**config.mk**
```make
export PLATFORM = sky130hd
export DESIGN_NAME = pin_mux_top
export DESIGN_NICKNAME = d
export VERILOG_FILES = /design/src/pm_pkg.sv /design/src/pin_cfg_if.sv /design/src/pin_mux_top.sv /design/src/pin_mux_regs.sv
export SDC_FILE = /design/constraint.sdc
export NUM_CORES = 1
export LEC_CHECK = 0
export BUFFER_PORTS_ARGS = -buffer_cell sky130_fd_sc_hd__buf_4
export CORE_AREA = 5 5 183 185
export CTS_CLUSTER_SIZE = 12
export DETAILED_ROUTE_END_ITERATION = 12
export DIE_AREA = 0 0 188 190
export GPL_TIMING_DRIVEN = 0
export MAX_ROUTING_LAYER = met4
export PLACE_DENSITY_LB_ADDON = 0.1
export SETUP_SLACK_MARGIN = 0.15
export SYNTH_ARGS = -nofsm -noshare
export SYNTH_HDL_FRONTEND = slang
export SYNTH_SLANG_ARGS = --single-unit
```
**constraint.sdc**
```tcl
create_clock -name aclk -period 2.37 [get_ports aclk]
set_input_delay 0.3555 -clock aclk [delete_from_list [all_inputs] [get_ports aclk]]
set_output_delay 0.3555 -clock aclk [all_outputs]
set_load 0.02 [all_outputs]
```
**src/pm_pkg.sv**
```systemverilog
// package: register map, field layout and encodings of the pin mux
package pm_pkg;
  localparam int ADDR_W = 4;
  localparam logic [ADDR_W-1:0] SEL_ADDR = 4'h0;
  localparam logic [ADDR_W-1:0] PWD_ADDR = 4'h4;
  localparam logic [ADDR_W-1:0] STAT_ADDR = 4'h8;
  localparam logic [1:0] RESP_OKAY = 2'h0;
  localparam logic [1:0] RESP_SLVERR = 2'h2;
  localparam int HOST_PINS = 27;
  localparam int LINK_PINS = 10;
  localparam int ETH_PINS = 17;
  localparam int MISC_PINS = 8;
  localparam int SEL_W = 10;
  localparam logic [SEL_W-1:0] SEL_RESET = 10'h000;
  localparam int HOST_LSB = 0;
  localparam int UDATA_BIT = 3;
  localparam int FLOW_LSB = 4;
  localparam int TIMA_LSB = 6;
  localparam int TIMB_LSB = 8;
  localparam int PD_W = 5;
  localparam int PD_HOST = 0;
  localparam int PD_UDATA = 1;
  localparam int PD_FLOW = 2;
  localparam int PD_TIMA = 3;
  localparam int PD_TIMB = 4;
  localparam logic [PD_W-1:0] PD_RESET = 5'h1e;
  localparam logic [2:0] HOST_GPIO = 3'h0;
  localparam logic [2:0] HOST_HPI = 3'h1;
  localparam logic [2:0] HOST_LINK = 3'h2;
  localparam logic [2:0] HOST_BOTH = 3'h3;
  localparam logic [2:0] HOST_ETH = 3'h4;
  localparam logic UDATA_UART = 1'b1;
  localparam logic [1:0] FLOW_UART = 2'h1;
  localparam logic [1:0] FLOW_PWM = 2'h2;
  localparam logic [1:0] TIMA_TIMER = 2'h1;
  localparam logic [1:0] TIMA_CLOCK = 2'h3;
  localparam logic [1:0] TIMB_TIMER = 2'h1;
  localparam int P_RX = 0;
  localparam int P_TX = 1;
  localparam int P_CTS = 2;
  localparam int P_RTS = 3;
  localparam int P_TOUT = 4;
  localparam int P_TIN = 5;
  localparam int P_TOUT_B = 6;
  localparam int P_TIN_B = 7;
  localparam logic [MISC_PINS-1:0] MISC_DRIVE = 8'h5a;
  typedef enum logic [1:0] {
    FN_GPIO, FN_HOST_PORT, FN_SERIAL_LINK, FN_ETHERNET
  } pin_fn_type;
endpackage

```
**src/pin_cfg_if.sv**
```systemverilog
// interface: configuration fields and status between registers and mux
`timescale 1ns/10ps
interface pin_cfg_if;
  logic [2:0] host_group_select;
  logic uart_data_group_select;
  logic [1:0] uart_flow_group_select;
  logic [1:0] timer_a_group_select;
  logic [1:0] timer_b_group_select;
  logic [pm_pkg::PD_W-1:0] pd;
  logic [pm_pkg::PD_W-1:0] status;
  modport regs (
    output host_group_select, uart_data_group_select,
    output uart_flow_group_select, timer_a_group_select,
    output timer_b_group_select, pd,
    input status
  );
  modport mux (
    input host_group_select, uart_data_group_select,
    input uart_flow_group_select, timer_a_group_select,
    input timer_b_group_select, pd,
    output status
  );
endinterface

```
**src/pin_mux_top.sv**
```systemverilog
// module: pin routing for host, uart, pulse and timer pin groups
`timescale 1ns/10ps
module pin_mux_top (
  input logic aclk,
  input logic aresetn,
  input logic [pm_pkg::ADDR_W-1:0] awaddr,
  input logic awvalid,
  output logic awready,
  input logic [31:0] wdata,
  input logic [3:0] wstrb,
  input logic wvalid,
  output logic wready,
  output logic [1:0] bresp,
  output logic bvalid,
  input logic bready,
  input logic [pm_pkg::ADDR_W-1:0] araddr,
  input logic arvalid,
  output logic arready,
  output logic [31:0] rdata,
  output logic [1:0] rresp,
  output logic rvalid,
  input logic rready,
  input logic [pm_pkg::HOST_PINS-1:0] host_pad_in,
  output logic [pm_pkg::HOST_PINS-1:0] host_pad_out,
  output logic [pm_pkg::HOST_PINS-1:0] host_pad_oe,
  input logic [pm_pkg::HOST_PINS-1:0] host_gpio_out,
  input logic [pm_pkg::HOST_PINS-1:0] host_gpio_oe,
  output logic [pm_pkg::HOST_PINS-1:0] host_gpio_in,
  input logic [pm_pkg::HOST_PINS-1:0] hpi_out,
  input logic [pm_pkg::HOST_PINS-1:0] hpi_oe,
  output logic [pm_pkg::HOST_PINS-1:0] hpi_in,
  input logic [pm_pkg::LINK_PINS-1:0] link_out,
  input logic [pm_pkg::LINK_PINS-1:0] link_oe,
  output logic [pm_pkg::LINK_PINS-1:0] link_in,
  input logic [pm_pkg::ETH_PINS-1:0] eth_out,
  input logic [pm_pkg::ETH_PINS-1:0] eth_oe,
  output logic [pm_pkg::ETH_PINS-1:0] eth_in,
  input logic [pm_pkg::MISC_PINS-1:0] misc_pad_in,
  output logic [pm_pkg::MISC_PINS-1:0] misc_pad_out,
  output logic [pm_pkg::MISC_PINS-1:0] misc_pad_oe,
  input logic [pm_pkg::MISC_PINS-1:0] misc_gpio_out,
  input logic [pm_pkg::MISC_PINS-1:0] misc_gpio_oe,
  output logic [pm_pkg::MISC_PINS-1:0] misc_gpio_in,
  output logic uart_receive_data,
  input logic uart_transmit_data,
  output logic uart_clear_to_send,
  input logic uart_request_to_send,
  input logic pulse_output_a,
  output logic timer_a_input,
  input logic timer_a_output,
  output logic serial_port_ext_clock,
  output logic timer_b_input,
  input logic timer_b_output
);
  pin_cfg_if cfg ();

  pin_mux_regs u_regs (
    .aclk, .aresetn, .awaddr, .awvalid, .awready, .wdata, .wstrb,
    .wvalid, .wready, .bresp, .bvalid, .bready, .araddr, .arvalid,
    .arready, .rdata, .rresp, .rvalid, .rready, .cfg(cfg.regs)
  );

  // link and ethernet sit in disjoint pin zones, so one vector serves both
  logic [pm_pkg::HOST_PINS-1:0] ext_out, ext_oe, ext_in;
  logic host_up;
  assign ext_out = {eth_out, link_out};
  assign ext_oe = {eth_oe, link_oe};
  assign link_in = ext_in[pm_pkg::LINK_PINS-1:0];
  assign eth_in = ext_in[pm_pkg::HOST_PINS-1:pm_pkg::LINK_PINS];
  assign host_up = !cfg.pd[pm_pkg::PD_HOST];

  for (genvar i = 0; i < pm_pkg::HOST_PINS; i++)
  begin : g_host
    pm_pkg::pin_fn_type fn;
    logic link_zone, val, drv;
    assign link_zone = (i < pm_pkg::LINK_PINS);
    always_comb
    begin
      case (cfg.host_group_select)
        pm_pkg::HOST_HPI:
          fn = (i != 0) ? pm_pkg::FN_HOST_PORT : pm_pkg::FN_GPIO;
        pm_pkg::HOST_LINK:
          fn = link_zone ? pm_pkg::FN_SERIAL_LINK : pm_pkg::FN_GPIO;
        pm_pkg::HOST_BOTH:
          fn = link_zone ? pm_pkg::FN_SERIAL_LINK
                         : pm_pkg::FN_ETHERNET;
        pm_pkg::HOST_ETH:
          fn = link_zone ? pm_pkg::FN_GPIO : pm_pkg::FN_ETHERNET;
        default:
          fn = pm_pkg::FN_GPIO;
      endcase
    end
    assign val = (fn == pm_pkg::FN_HOST_PORT) ? hpi_out[i] :
                 (fn == pm_pkg::FN_GPIO) ? host_gpio_out[i] : ext_out[i];
    assign drv = (fn == pm_pkg::FN_HOST_PORT) ? hpi_oe[i] :
                 (fn == pm_pkg::FN_GPIO) ? host_gpio_oe[i] : ext_oe[i];
    // a powered-down pad neither drives nor passes its level inward
    assign host_pad_out[i] = val && host_up;
    assign host_pad_oe[i] = drv && host_up;
    assign hpi_in[i] = host_pad_in[i] && host_up &&
                       fn == pm_pkg::FN_HOST_PORT;
    assign ext_in[i] = host_pad_in[i] && host_up &&
                       (fn == pm_pkg::FN_SERIAL_LINK ||
                        fn == pm_pkg::FN_ETHERNET);
    assign host_gpio_in[i] = host_pad_in[i] && host_up &&
                             fn == pm_pkg::FN_GPIO;
  end

  logic [pm_pkg::MISC_PINS-1:0] misc_fn, misc_drv, misc_val, misc_up;
  logic [pm_pkg::MISC_PINS-1:0] misc_fin;
  logic clk_sel;
  assign clk_sel = cfg.timer_a_group_select == pm_pkg::TIMA_CLOCK;
  assign misc_up = ~{{2{cfg.pd[pm_pkg::PD_TIMB]}},
                     {2{cfg.pd[pm_pkg::PD_TIMA]}},
                     {2{cfg.pd[pm_pkg::PD_FLOW]}},
                     {2{cfg.pd[pm_pkg::PD_UDATA]}}};

  // reserved codes fall through and leave the pins on GPIO
  always_comb
  begin
    misc_fn = '0;
    if (cfg.uart_data_group_select == pm_pkg::UDATA_UART)
    begin
      misc_fn[pm_pkg::P_RX] = 1'b1;
      misc_fn[pm_pkg::P_TX] = 1'b1;
    end
    case (cfg.uart_flow_group_select)
      pm_pkg::FLOW_UART:
      begin
        misc_fn[pm_pkg::P_CTS] = 1'b1;
        misc_fn[pm_pkg::P_RTS] = 1'b1;
      end
      pm_pkg::FLOW_PWM:
        misc_fn[pm_pkg::P_RTS] = 1'b1;
      default:
        misc_fn[pm_pkg::P_CTS] = 1'b0;
    endcase
    case (cfg.timer_a_group_select)
      pm_pkg::TIMA_TIMER, pm_pkg::TIMA_CLOCK:
      begin
        misc_fn[pm_pkg::P_TOUT] = 1'b1;
        misc_fn[pm_pkg::P_TIN] = 1'b1;
      end
      default:
        misc_fn[pm_pkg::P_TIN] = 1'b0;
    endcase
    if (cfg.timer_b_group_select == pm_pkg::TIMB_TIMER)
    begin
      misc_fn[pm_pkg::P_TOUT_B] = 1'b1;
      misc_fn[pm_pkg::P_TIN_B] = 1'b1;
    end
  end

  // the clock-input setting turns the timer output pin into an input
  always_comb
  begin
    misc_drv = pm_pkg::MISC_DRIVE;
    if (clk_sel)
      misc_drv[pm_pkg::P_TOUT] = 1'b0;
    misc_val = '0;
    misc_val[pm_pkg::P_TX] = uart_transmit_data;
    misc_val[pm_pkg::P_RTS] =
      (cfg.uart_flow_group_select == pm_pkg::FLOW_PWM) ?
      pulse_output_a : uart_request_to_send;
    misc_val[pm_pkg::P_TOUT] = timer_a_output;
    misc_val[pm_pkg::P_TOUT_B] = timer_b_output;
  end

  for (genvar j = 0; j < pm_pkg::MISC_PINS; j++)
  begin : g_misc
    assign misc_pad_out[j] = misc_up[j] &&
      (misc_fn[j] ? misc_val[j] : misc_gpio_out[j]);
    assign misc_pad_oe[j] = misc_up[j] &&
      (misc_fn[j] ? misc_drv[j] : misc_gpio_oe[j]);
    assign misc_fin[j] = misc_up[j] && misc_fn[j] && misc_pad_in[j];
    assign misc_gpio_in[j] = misc_up[j] && !misc_fn[j] &&
                             misc_pad_in[j];
  end

  assign uart_receive_data = misc_fin[pm_pkg::P_RX];
  assign uart_clear_to_send = misc_fin[pm_pkg::P_CTS];
  assign timer_a_input = misc_fin[pm_pkg::P_TIN];
  assign serial_port_ext_clock = misc_fin[pm_pkg::P_TOUT] && clk_sel;
  assign timer_b_input = misc_fin[pm_pkg::P_TIN_B];

  // a group reads as active when routed away from GPIO and powered
  logic [pm_pkg::PD_W-1:0] status_d, status_q;
  always_comb
  begin
    status_d = '0;
    status_d[pm_pkg::PD_HOST] = host_up &&
      cfg.host_group_select != pm_pkg::HOST_GPIO &&
      cfg.host_group_select <= pm_pkg::HOST_ETH;
    status_d[pm_pkg::PD_UDATA] = misc_up[pm_pkg::P_RX] &&
      misc_fn[pm_pkg::P_RX];
    status_d[pm_pkg::PD_FLOW] = misc_up[pm_pkg::P_RTS] &&
      misc_fn[pm_pkg::P_RTS];
    status_d[pm_pkg::PD_TIMA] = misc_up[pm_pkg::P_TIN] &&
      misc_fn[pm_pkg::P_TIN];
    status_d[pm_pkg::PD_TIMB] = misc_up[pm_pkg::P_TIN_B] &&
      misc_fn[pm_pkg::P_TIN_B];
  end

  always_ff @(posedge aclk)
  begin
    if (!aresetn)
      status_q <= '0;
    else
      status_q <= status_d;
  end
  assign cfg.status = status_q;

  localparam int LP = pm_pkg::LINK_PINS;
  localparam int HP = pm_pkg::HOST_PINS;
endmodule // pin_mux_top

```
**src/pin_mux_regs.sv**
```systemverilog
// module: AXI4-Lite register file holding the pin selects and power downs
`timescale 1ns/10ps
module pin_mux_regs (
  input logic aclk,
  input logic aresetn,
  input logic [pm_pkg::ADDR_W-1:0] awaddr,
  input logic awvalid,
  output logic awready,
  input logic [31:0] wdata,
  input logic [3:0] wstrb,
  input logic wvalid,
  output logic wready,
  output logic [1:0] bresp,
  output logic bvalid,
  input logic bready,
  input logic [pm_pkg::ADDR_W-1:0] araddr,
  input logic arvalid,
  output logic arready,
  output logic [31:0] rdata,
  output logic [1:0] rresp,
  output logic rvalid,
  input logic rready,
  pin_cfg_if.regs cfg
);
  logic aw_q, w_q, do_write;
  logic [pm_pkg::ADDR_W-1:0] awaddr_q;
  logic [31:0] wdata_q;
  logic [3:0] wstrb_q;
  logic [pm_pkg::SEL_W-1:0] sel_q;
  logic [pm_pkg::PD_W-1:0] pd_q;

  assign awready = !aw_q && !bvalid;
  assign wready = !w_q && !bvalid;
  assign arready = !rvalid;
  assign do_write = aw_q && w_q && !bvalid;

  always_ff @(posedge aclk)
  begin
    if (!aresetn)
      aw_q <= 1'b0;
    else if (awvalid && awready)
    begin
      aw_q <= 1'b1;
      awaddr_q <= awaddr;
    end
    else if (do_write)
      aw_q <= 1'b0;
  end

  always_ff @(posedge aclk)
  begin
    if (!aresetn)
      w_q <= 1'b0;
    else if (wvalid && wready)
    begin
      w_q <= 1'b1;
      wdata_q <= wdata;
      wstrb_q <= wstrb;
    end
    else if (do_write)
      w_q <= 1'b0;
  end

  // selects and power downs; reset leaves only the host group powered
  always_ff @(posedge aclk)
  begin
    if (!aresetn)
    begin
      sel_q <= pm_pkg::SEL_RESET;
      pd_q <= pm_pkg::PD_RESET;
    end
    else if (do_write && awaddr_q == pm_pkg::SEL_ADDR)
    begin
      if (wstrb_q[0])
        sel_q[7:0] <= wdata_q[7:0];
      if (wstrb_q[1])
        sel_q[pm_pkg::SEL_W-1:8] <= wdata_q[pm_pkg::SEL_W-1:8];
    end
    else if (do_write && awaddr_q == pm_pkg::PWD_ADDR && wstrb_q[0])
      pd_q <= wdata_q[pm_pkg::PD_W-1:0];
  end

  always_ff @(posedge aclk)
  begin
    if (!aresetn)
    begin
      bvalid <= 1'b0;
      bresp <= pm_pkg::RESP_OKAY;
    end
    else if (do_write)
    begin
      bvalid <= 1'b1;
      // status is read only: a write there is accepted and dropped
      if (awaddr_q == pm_pkg::SEL_ADDR || awaddr_q == pm_pkg::PWD_ADDR ||
          awaddr_q == pm_pkg::STAT_ADDR)
        bresp <= pm_pkg::RESP_OKAY;
      else
        bresp <= pm_pkg::RESP_SLVERR;
    end
    else if (bready)
      bvalid <= 1'b0;
  end

  always_ff @(posedge aclk)
  begin
    if (!aresetn)
    begin
      rvalid <= 1'b0;
      rdata <= 32'h0;
      rresp <= pm_pkg::RESP_OKAY;
    end
    else if (arvalid && arready)
    begin
      rvalid <= 1'b1;
      rresp <= pm_pkg::RESP_OKAY;
      case (araddr)
        pm_pkg::SEL_ADDR: rdata <= {22'h0, sel_q};
        pm_pkg::PWD_ADDR: rdata <= {27'h0, pd_q};
        pm_pkg::STAT_ADDR: rdata <= {27'h0, cfg.status};
        default:
        begin
          rdata <= 32'h0;
          rresp <= pm_pkg::RESP_SLVERR;
        end
      endcase
    end
    else if (rready)
      rvalid <= 1'b0;
  end

  assign cfg.host_group_select = sel_q[pm_pkg::HOST_LSB +: 3];
  assign cfg.uart_data_group_select = sel_q[pm_pkg::UDATA_BIT];
  assign cfg.uart_flow_group_select = sel_q[pm_pkg::FLOW_LSB +: 2];
  assign cfg.timer_a_group_select = sel_q[pm_pkg::TIMA_LSB +: 2];
  assign cfg.timer_b_group_select = sel_q[pm_pkg::TIMB_LSB +: 2];
  assign cfg.pd = pd_q;
endmodule // pin_mux_regs

```
# [Word level (Yosys, flattened, before mapping)]
# Cells that the tools add are included.
[classes] addsub=0 mul=0 div=0 magnitude_cmp=1 eq_ne=22 shift=0 muxes=144 bitwise=2 n_reduce_logical=255
[ops] cell="logical AND 1 bit" count=218
[ops] cell="two-way mux 1 bit" count=136
[ops] cell="case mux 10 bit (3 select lines)" count=1
[ops] cell="== test 2 bit, second input constant" count=8
[ops] cell="== test 2 x 1 -> 1 bit, second input constant" count=6
[ops] cell="zero test 1 bit" count=12
[ops] cell="two-way mux 2 bit" count=5
[ops] cell="AND reduction 2 bit" count=5
[ops] cell="== test 4 x 3 -> 1 bit, second input constant" count=2
[ops] cell="== test 4 bit, second input constant" count=2
[ops] cell="zero test 4 bit" count=2
[ops] cell="inverter 8 bit" count=1
[ops] cell="case mux 2 bit (2 select lines)" count=2
[ops] cell="nonzero test 2 bit" count=4
[ops] cell="OR reduction 2 bit" count=4
[ops] cell="== test 3 x 2 -> 1 bit, second input constant" count=2
[ops] cell="zero test 2 bit" count=3
[ops] cell="logical OR 1 bit" count=5
[ops] cell="== test 3 x 1 -> 1 bit, second input constant" count=1
[ops] cell="== test 3 bit, second input constant" count=1
[ops] cell="<= comparator 3 bit, second input constant" count=1
[ops] cell="nonzero test 3 bit" count=1
[ops] cell="OR reduction 3 bit" count=1
[ops] cell="inverter 1 bit" count=1
[totals] ff_bits=76 latchBits=0 ramBits=0 romBits=0 output_inout_bits=205 word_cells=438 memories=0

# [Longest topological paths before layout]
[depth] depth_word=7 depth_mapped=8 depth_no_buf=5

# [Modules after synthesis]
# A second synthesis with hierarchy kept.
[hier_totals] cells_unflattened=668 hier_area_um2=5143.7
[modules_own_cells] module="pin_mux_top" instances=1 cells_per_inst=479 area_each_um2=3088.0 seq_area_each_um2=100.1
[modules_own_cells] module="pin_mux_regs" instances=1 cells_per_inst=189 area_each_um2=2055.7 seq_area_each_um2=1101.1

# [Worst setup path before layout]
# OpenSTA, ideal clock, no wires.
[synth_timing] kind="reg2out" start="register u_regs.sel_q[0] (netlist name)" end="output port host_pad_oe[26] (netlist name)" t_arrival_ns=2.280 required_ns=2.014 path_slack_ns=-0.266 stages_incl_launch_ff=7 path_buffers=3 path_cell_list="dfxtp_1 buf_6 or3b_1 buf_6 and2_4 buf_6 a2111oi_0"
[synth_via] elab_chain_cells=7
[synth_rtl] element="from (decl)" line="pin_mux_regs.sv:29" source="logic [pm_pkg::SEL_W-1:0] sel_q;"
[synth_rtl] element="from (signal assigned)" line="pin_mux_regs.sv:69" source="sel_q <= pm_pkg::SEL_RESET;"
[synth_rtl] element="from (signal, indexed assignment)" line="pin_mux_regs.sv:77" source="sel_q[pm_pkg::SEL_W-1:8] <= wdata_q[pm_pkg::SEL_W-1:8];"
[synth_rtl] element="== test 3 bit or == test 3 x 2 -> 1 bit (tied branches)" line="pin_mux_top.sv:79" source="case (cfg.host_group_select)"
[synth_rtl] element="OR reduction 2 bit (no line)"
[synth_rtl] element="case mux 2 bit (2 select lines) *" line="pin_mux_top.sv:79"
[synth_rtl] element="zero test 2 bit" line="pin_mux_top.sv:96" source="(fn == pm_pkg::FN_GPIO) ? host_gpio_oe[i] : ext_oe[i];"
[synth_rtl] element="two-way mux 1 bit" line="pin_mux_top.sv:96"
[synth_rtl] element="two-way mux 1 bit *" line="pin_mux_top.sv:95" source="assign drv = (fn == pm_pkg::FN_HOST_PORT) ? hpi_oe[i] :"
[synth_rtl] element="logical AND 1 bit *" line="pin_mux_top.sv:99" source="assign host_pad_oe[i] = drv && host_up;"
[synth_rtl] element="to (decl)" line="pin_mux_top.sv:25" source="output logic [pm_pkg::HOST_PINS-1:0] host_pad_oe,"
# Every way passes the cells marked *; elsewhere a longest branch is shown, timed or not.

# [Worst setup path after layout]
[layout_timing] start="register u_regs.sel_q[1] (netlist name)" end="output port host_pad_out[15] (netlist name)"
[layout_via] elab_chain_cells=7
[layout_rtl] element="== test 3 bit or == test 3 x 2 -> 1 bit (tied branches)" line="pin_mux_top.sv:79"
[layout_rtl] element="OR reduction 2 bit (no line)"
[layout_rtl] element="case mux 2 bit (2 select lines) *" line="pin_mux_top.sv:79"
[layout_rtl] element="zero test 2 bit" line="pin_mux_top.sv:94" source="(fn == pm_pkg::FN_GPIO) ? host_gpio_out[i] : ext_out[i];"
[layout_rtl] element="two-way mux 1 bit" line="pin_mux_top.sv:94"
[layout_rtl] element="two-way mux 1 bit *" line="pin_mux_top.sv:93" source="assign val = (fn == pm_pkg::FN_HOST_PORT) ? hpi_out[i] :"
[layout_rtl] element="logical AND 1 bit *" line="pin_mux_top.sv:98" source="assign host_pad_out[i] = val && host_up;"
[layout_rtl] element="to (decl)" line="pin_mux_top.sv:24" source="output logic [pm_pkg::HOST_PINS-1:0] host_pad_out,"
# Marks and branches as above.

==> metrics <==
outcome complete, but fails checks; failing checks negative setup slack; post-synth top area cell dfxtp_1; Crit Path Category register to output pin; Seq/Total Area, Yosys 0.261; Synth top cells by count 186 x nor2_1, 63 x nand2_1, 37 x a21oi_1, 37 x clkbuf_1, 36 x dfxtp_1; first-pass GRT wire length 42600 um; setup violators final 66; CTS tree yes; Die H 190 um; via density per instance 4.08; met2 wire length 15800 um; WL met1 11400 um; top post-synthesis cells by area dfxtp_1 16%, nor2_1 15%, a2111oi_2 10%; die area 35700 um^2; drt drc 0; initial antenna violation count 0; H-tree depth 2; hold_ws 0.234 ns; min Tclk post-route 2.65 ns; # IOs 474; share of cells above drive strength 1 0.589; GRT overflow 0; Slew HR 0.0972; Reg2Reg Launch Point u_regs.bvalid; nets 1393; post-synthesis cell count 632; CP Launch Type register; largest buffer count on any clock path 2; WHS Endpoint u_regs.wdata_q[6]; Crit Path Max Fanout 8; hpwl dp 24000 um; largest net degree at the start of global routing 16; Post-Syn Area 4600 um^2; hold path depth 1; Fin Setup TNS -8.46 ns; Final Cycle Share 1.12; CP bufs+invs 5; reported max-cap violation count 0; Worst-path clk slew 0.07 ns; ANT cells 0; RR Endpoint u_regs.cfg.pd[0]; CP max stage cell or3b_4; Yosys reg bits 52; clock sink count 52; CTS Buf Count 5; Die X 188 um; Clk Tree Root Cell clkbuf_16; critical path startpoint u_regs.sel_q[1]; critical-path cell list buf_6, or3b_4, buf_6, and2_4, buf_12, bufbuf_16, a2111oi_4, buf_4; PortBufs 420; CP peak stage delay 0.39 ns; VDD IR max 0.000324 V; via count 6239; Detailed Route WL 29300 um; Routed Antenna Nets 0; Avg Inst Size Synth 7.28 um^2; utilization after layout 0.320; row cnt 66; min-delay worst type input pin to register; CP required 2.01 ns; RSZ-0062 raised after global routing yes; Levels on crit path 8; most frequent CP cell buf_6; Worst Slack Setup Final -0.278 ns; Routed met3 length 1830 um; async set-reset flop share out of synthesis 0; CORE AREA 31900 um^2; Total GRT Usage 0.158; PD cells 258 nW/um^2; Initial Util 0.144; Cell variety after synth 46; GPL Wtd Cong 0.822; critical path's top delay family buffers and inverters; most common cell in the netlist nor2_1; DR WL/cell 19.2 um; WP data arrival 2.29 ns; Hold Buf Count CTS 0; endpoints failing hold 0; Place WS -0.478 ns; area grow syn2layout 122%; clock skew 0.00646 ns; flop-to-flop setup slack 0.65 ns; DR top layer met4; Post-Layout Cell Count 1531; top_reg_cell synth dfxtp_1; placed cells 1484; Worst Reg-to-Reg Cells 5; CP endpoint kind output pin; vias in the first global route 6596; yosys warns 0; Max Clock Freq 378 MHz; insertion delay to the later sink of the worst-skew pair 0.29 ns; Slew @ Worst Pin 1.35 ns; top cell type's share of synthesized area 0.157; hold_sp wdata[6]; max-slew violation count 0; leakage power 4.64 nW; EDFF count, synth 16; TritonRoute pass-1 iters 4; DR iter-0 viols 157
==> what timing repair did <==
| action | 4_1_cts | 5_1_grt |
|---|---|---|
| gates cloned | 6 | 0 |
| pin swaps | 10 | 4 |
| setup endpoints to repair | 131 | 120 |
| buffers inserted | 30 | 3 |
| resized for setup | 194 | 49 |
==> worst reg2reg max path: cells and delay by family, from the launching register on <==
kind                   cells  cell delay (ns)
buffers and inverters      2             0.61
DFF                        1             0.36
muxes                      1             0.24
and+or+nand+nor            2             0.45
==> cells by family after synthesis <==
| kind of cell | count (synthesis) | share of synthesized area |
|---|---|---|
| AND/OR/NAND/NOR | 344 | 0.339 |
| AO/OA/AOI/OAI | 115 | 0.223 |
| buffers and inverters | 90 | 0.108 |
| flip-flops | 52 | 0.261 |
| multiplexers | 28 | 0.0625 |
| adder cells (fa/ha/maj) | 2 | 0.00544 |
| other | 1 | 0.000815 |
==> routing by layer <==
| layer | GRT usage | vias up |
|---|---|---|
| li1 | - | 3109 |
| met3 | 0.0360 | 18 |
| met1 | 0.173 | 2874 |
| met4 | 0.0263 | 0 |
| met5 | - | - |
| met2 | 0.296 | 238 |
==> final cells by class <==
cell class                      instances  area (um^2)
Buffer                                 82          703
Tap cell                              408          510
Clock inverter                          2         10.0
Clock buffer                            6          139
Timing Repair Buffer                  459         3740
Multi-Input combinational cell        514         3880
Fill cell                            3457        21700
Sequential cell                        52         1200
Inverter                                8         30.0
==> power by group <==
| part | total (mW) | switching [mW] | leakage [nW] | internal, mW |
|---|---|---|---|---|
| combinational | 0.944 | 0.419 | 4.12 | 0.525 |
| sequential | 0.953 | 0.0133 | 0.441 | 0.940 |
| clock | 0.738 | 0.321 | 0.0766 | 0.417 |
| total | 2.64 | 0.754 | 4.64 | 1.88 |
==> worst max-delay path by stage <==
stage / to
finish: host_pad_out[15]
global route: host_pad_oe[12]
CTS: host_pad_out[14]
detailed placement: host_pad_oe[9]
global placement: host_pad_oe[9]
floorplan: host_pad_oe[26]
==> state kept, by name, summed over array words and instances, names as in the netlist <==
name,cells
u_regs.rdata,10
u_regs.sel_q,10
u_regs.wdata_q,10
cfg.status,5
u_regs.cfg.pd,5
u_regs.awaddr_q,4
u_regs.wstrb_q,2
u_regs.aw_q,1
u_regs.bresp,1
u_regs.bvalid,1
u_regs.rresp,1
u_regs.rvalid,1
u_regs.w_q,1
==> layout by cell type (no fill, tap or decap), types with 11 or more instances in the layout <==
cell type | Yosys | final
buf_4 | 26 | 434
nor2_1 | 186 | 138
nand2_1 | 63 | 63
buf_6 | 7 | 53
a2111oi_4 | 0 | 33
dfxtp_1 | 36 | 33
nand2b_1 | 30 | 30
nor2_4 | 0 | 29
a21oi_1 | 37 | 27
conb_1 | 1 | 25
mux2i_1 | 22 | 22
nor2_2 | 0 | 19
a311oi_2 | 0 | 17
nor2b_1 | 17 | 17
and2_1 | 17 | 17
edfxtp_1 | 16 | 16
clkbuf_2 | 0 | 15
clkbuf_1 | 37 | 11
==> metrics by stage <==
stage | total power, mW | cell area (um^2)
floorplan | 1.38 | 5180
global placement | 1.88 | 8850
detailed placement | 1.89 | 8850
CTS | 2.67 | 10100
global route | 2.77 | 10200
finish | 2.64 | 10200
Power figures use the tool's default switching activity.
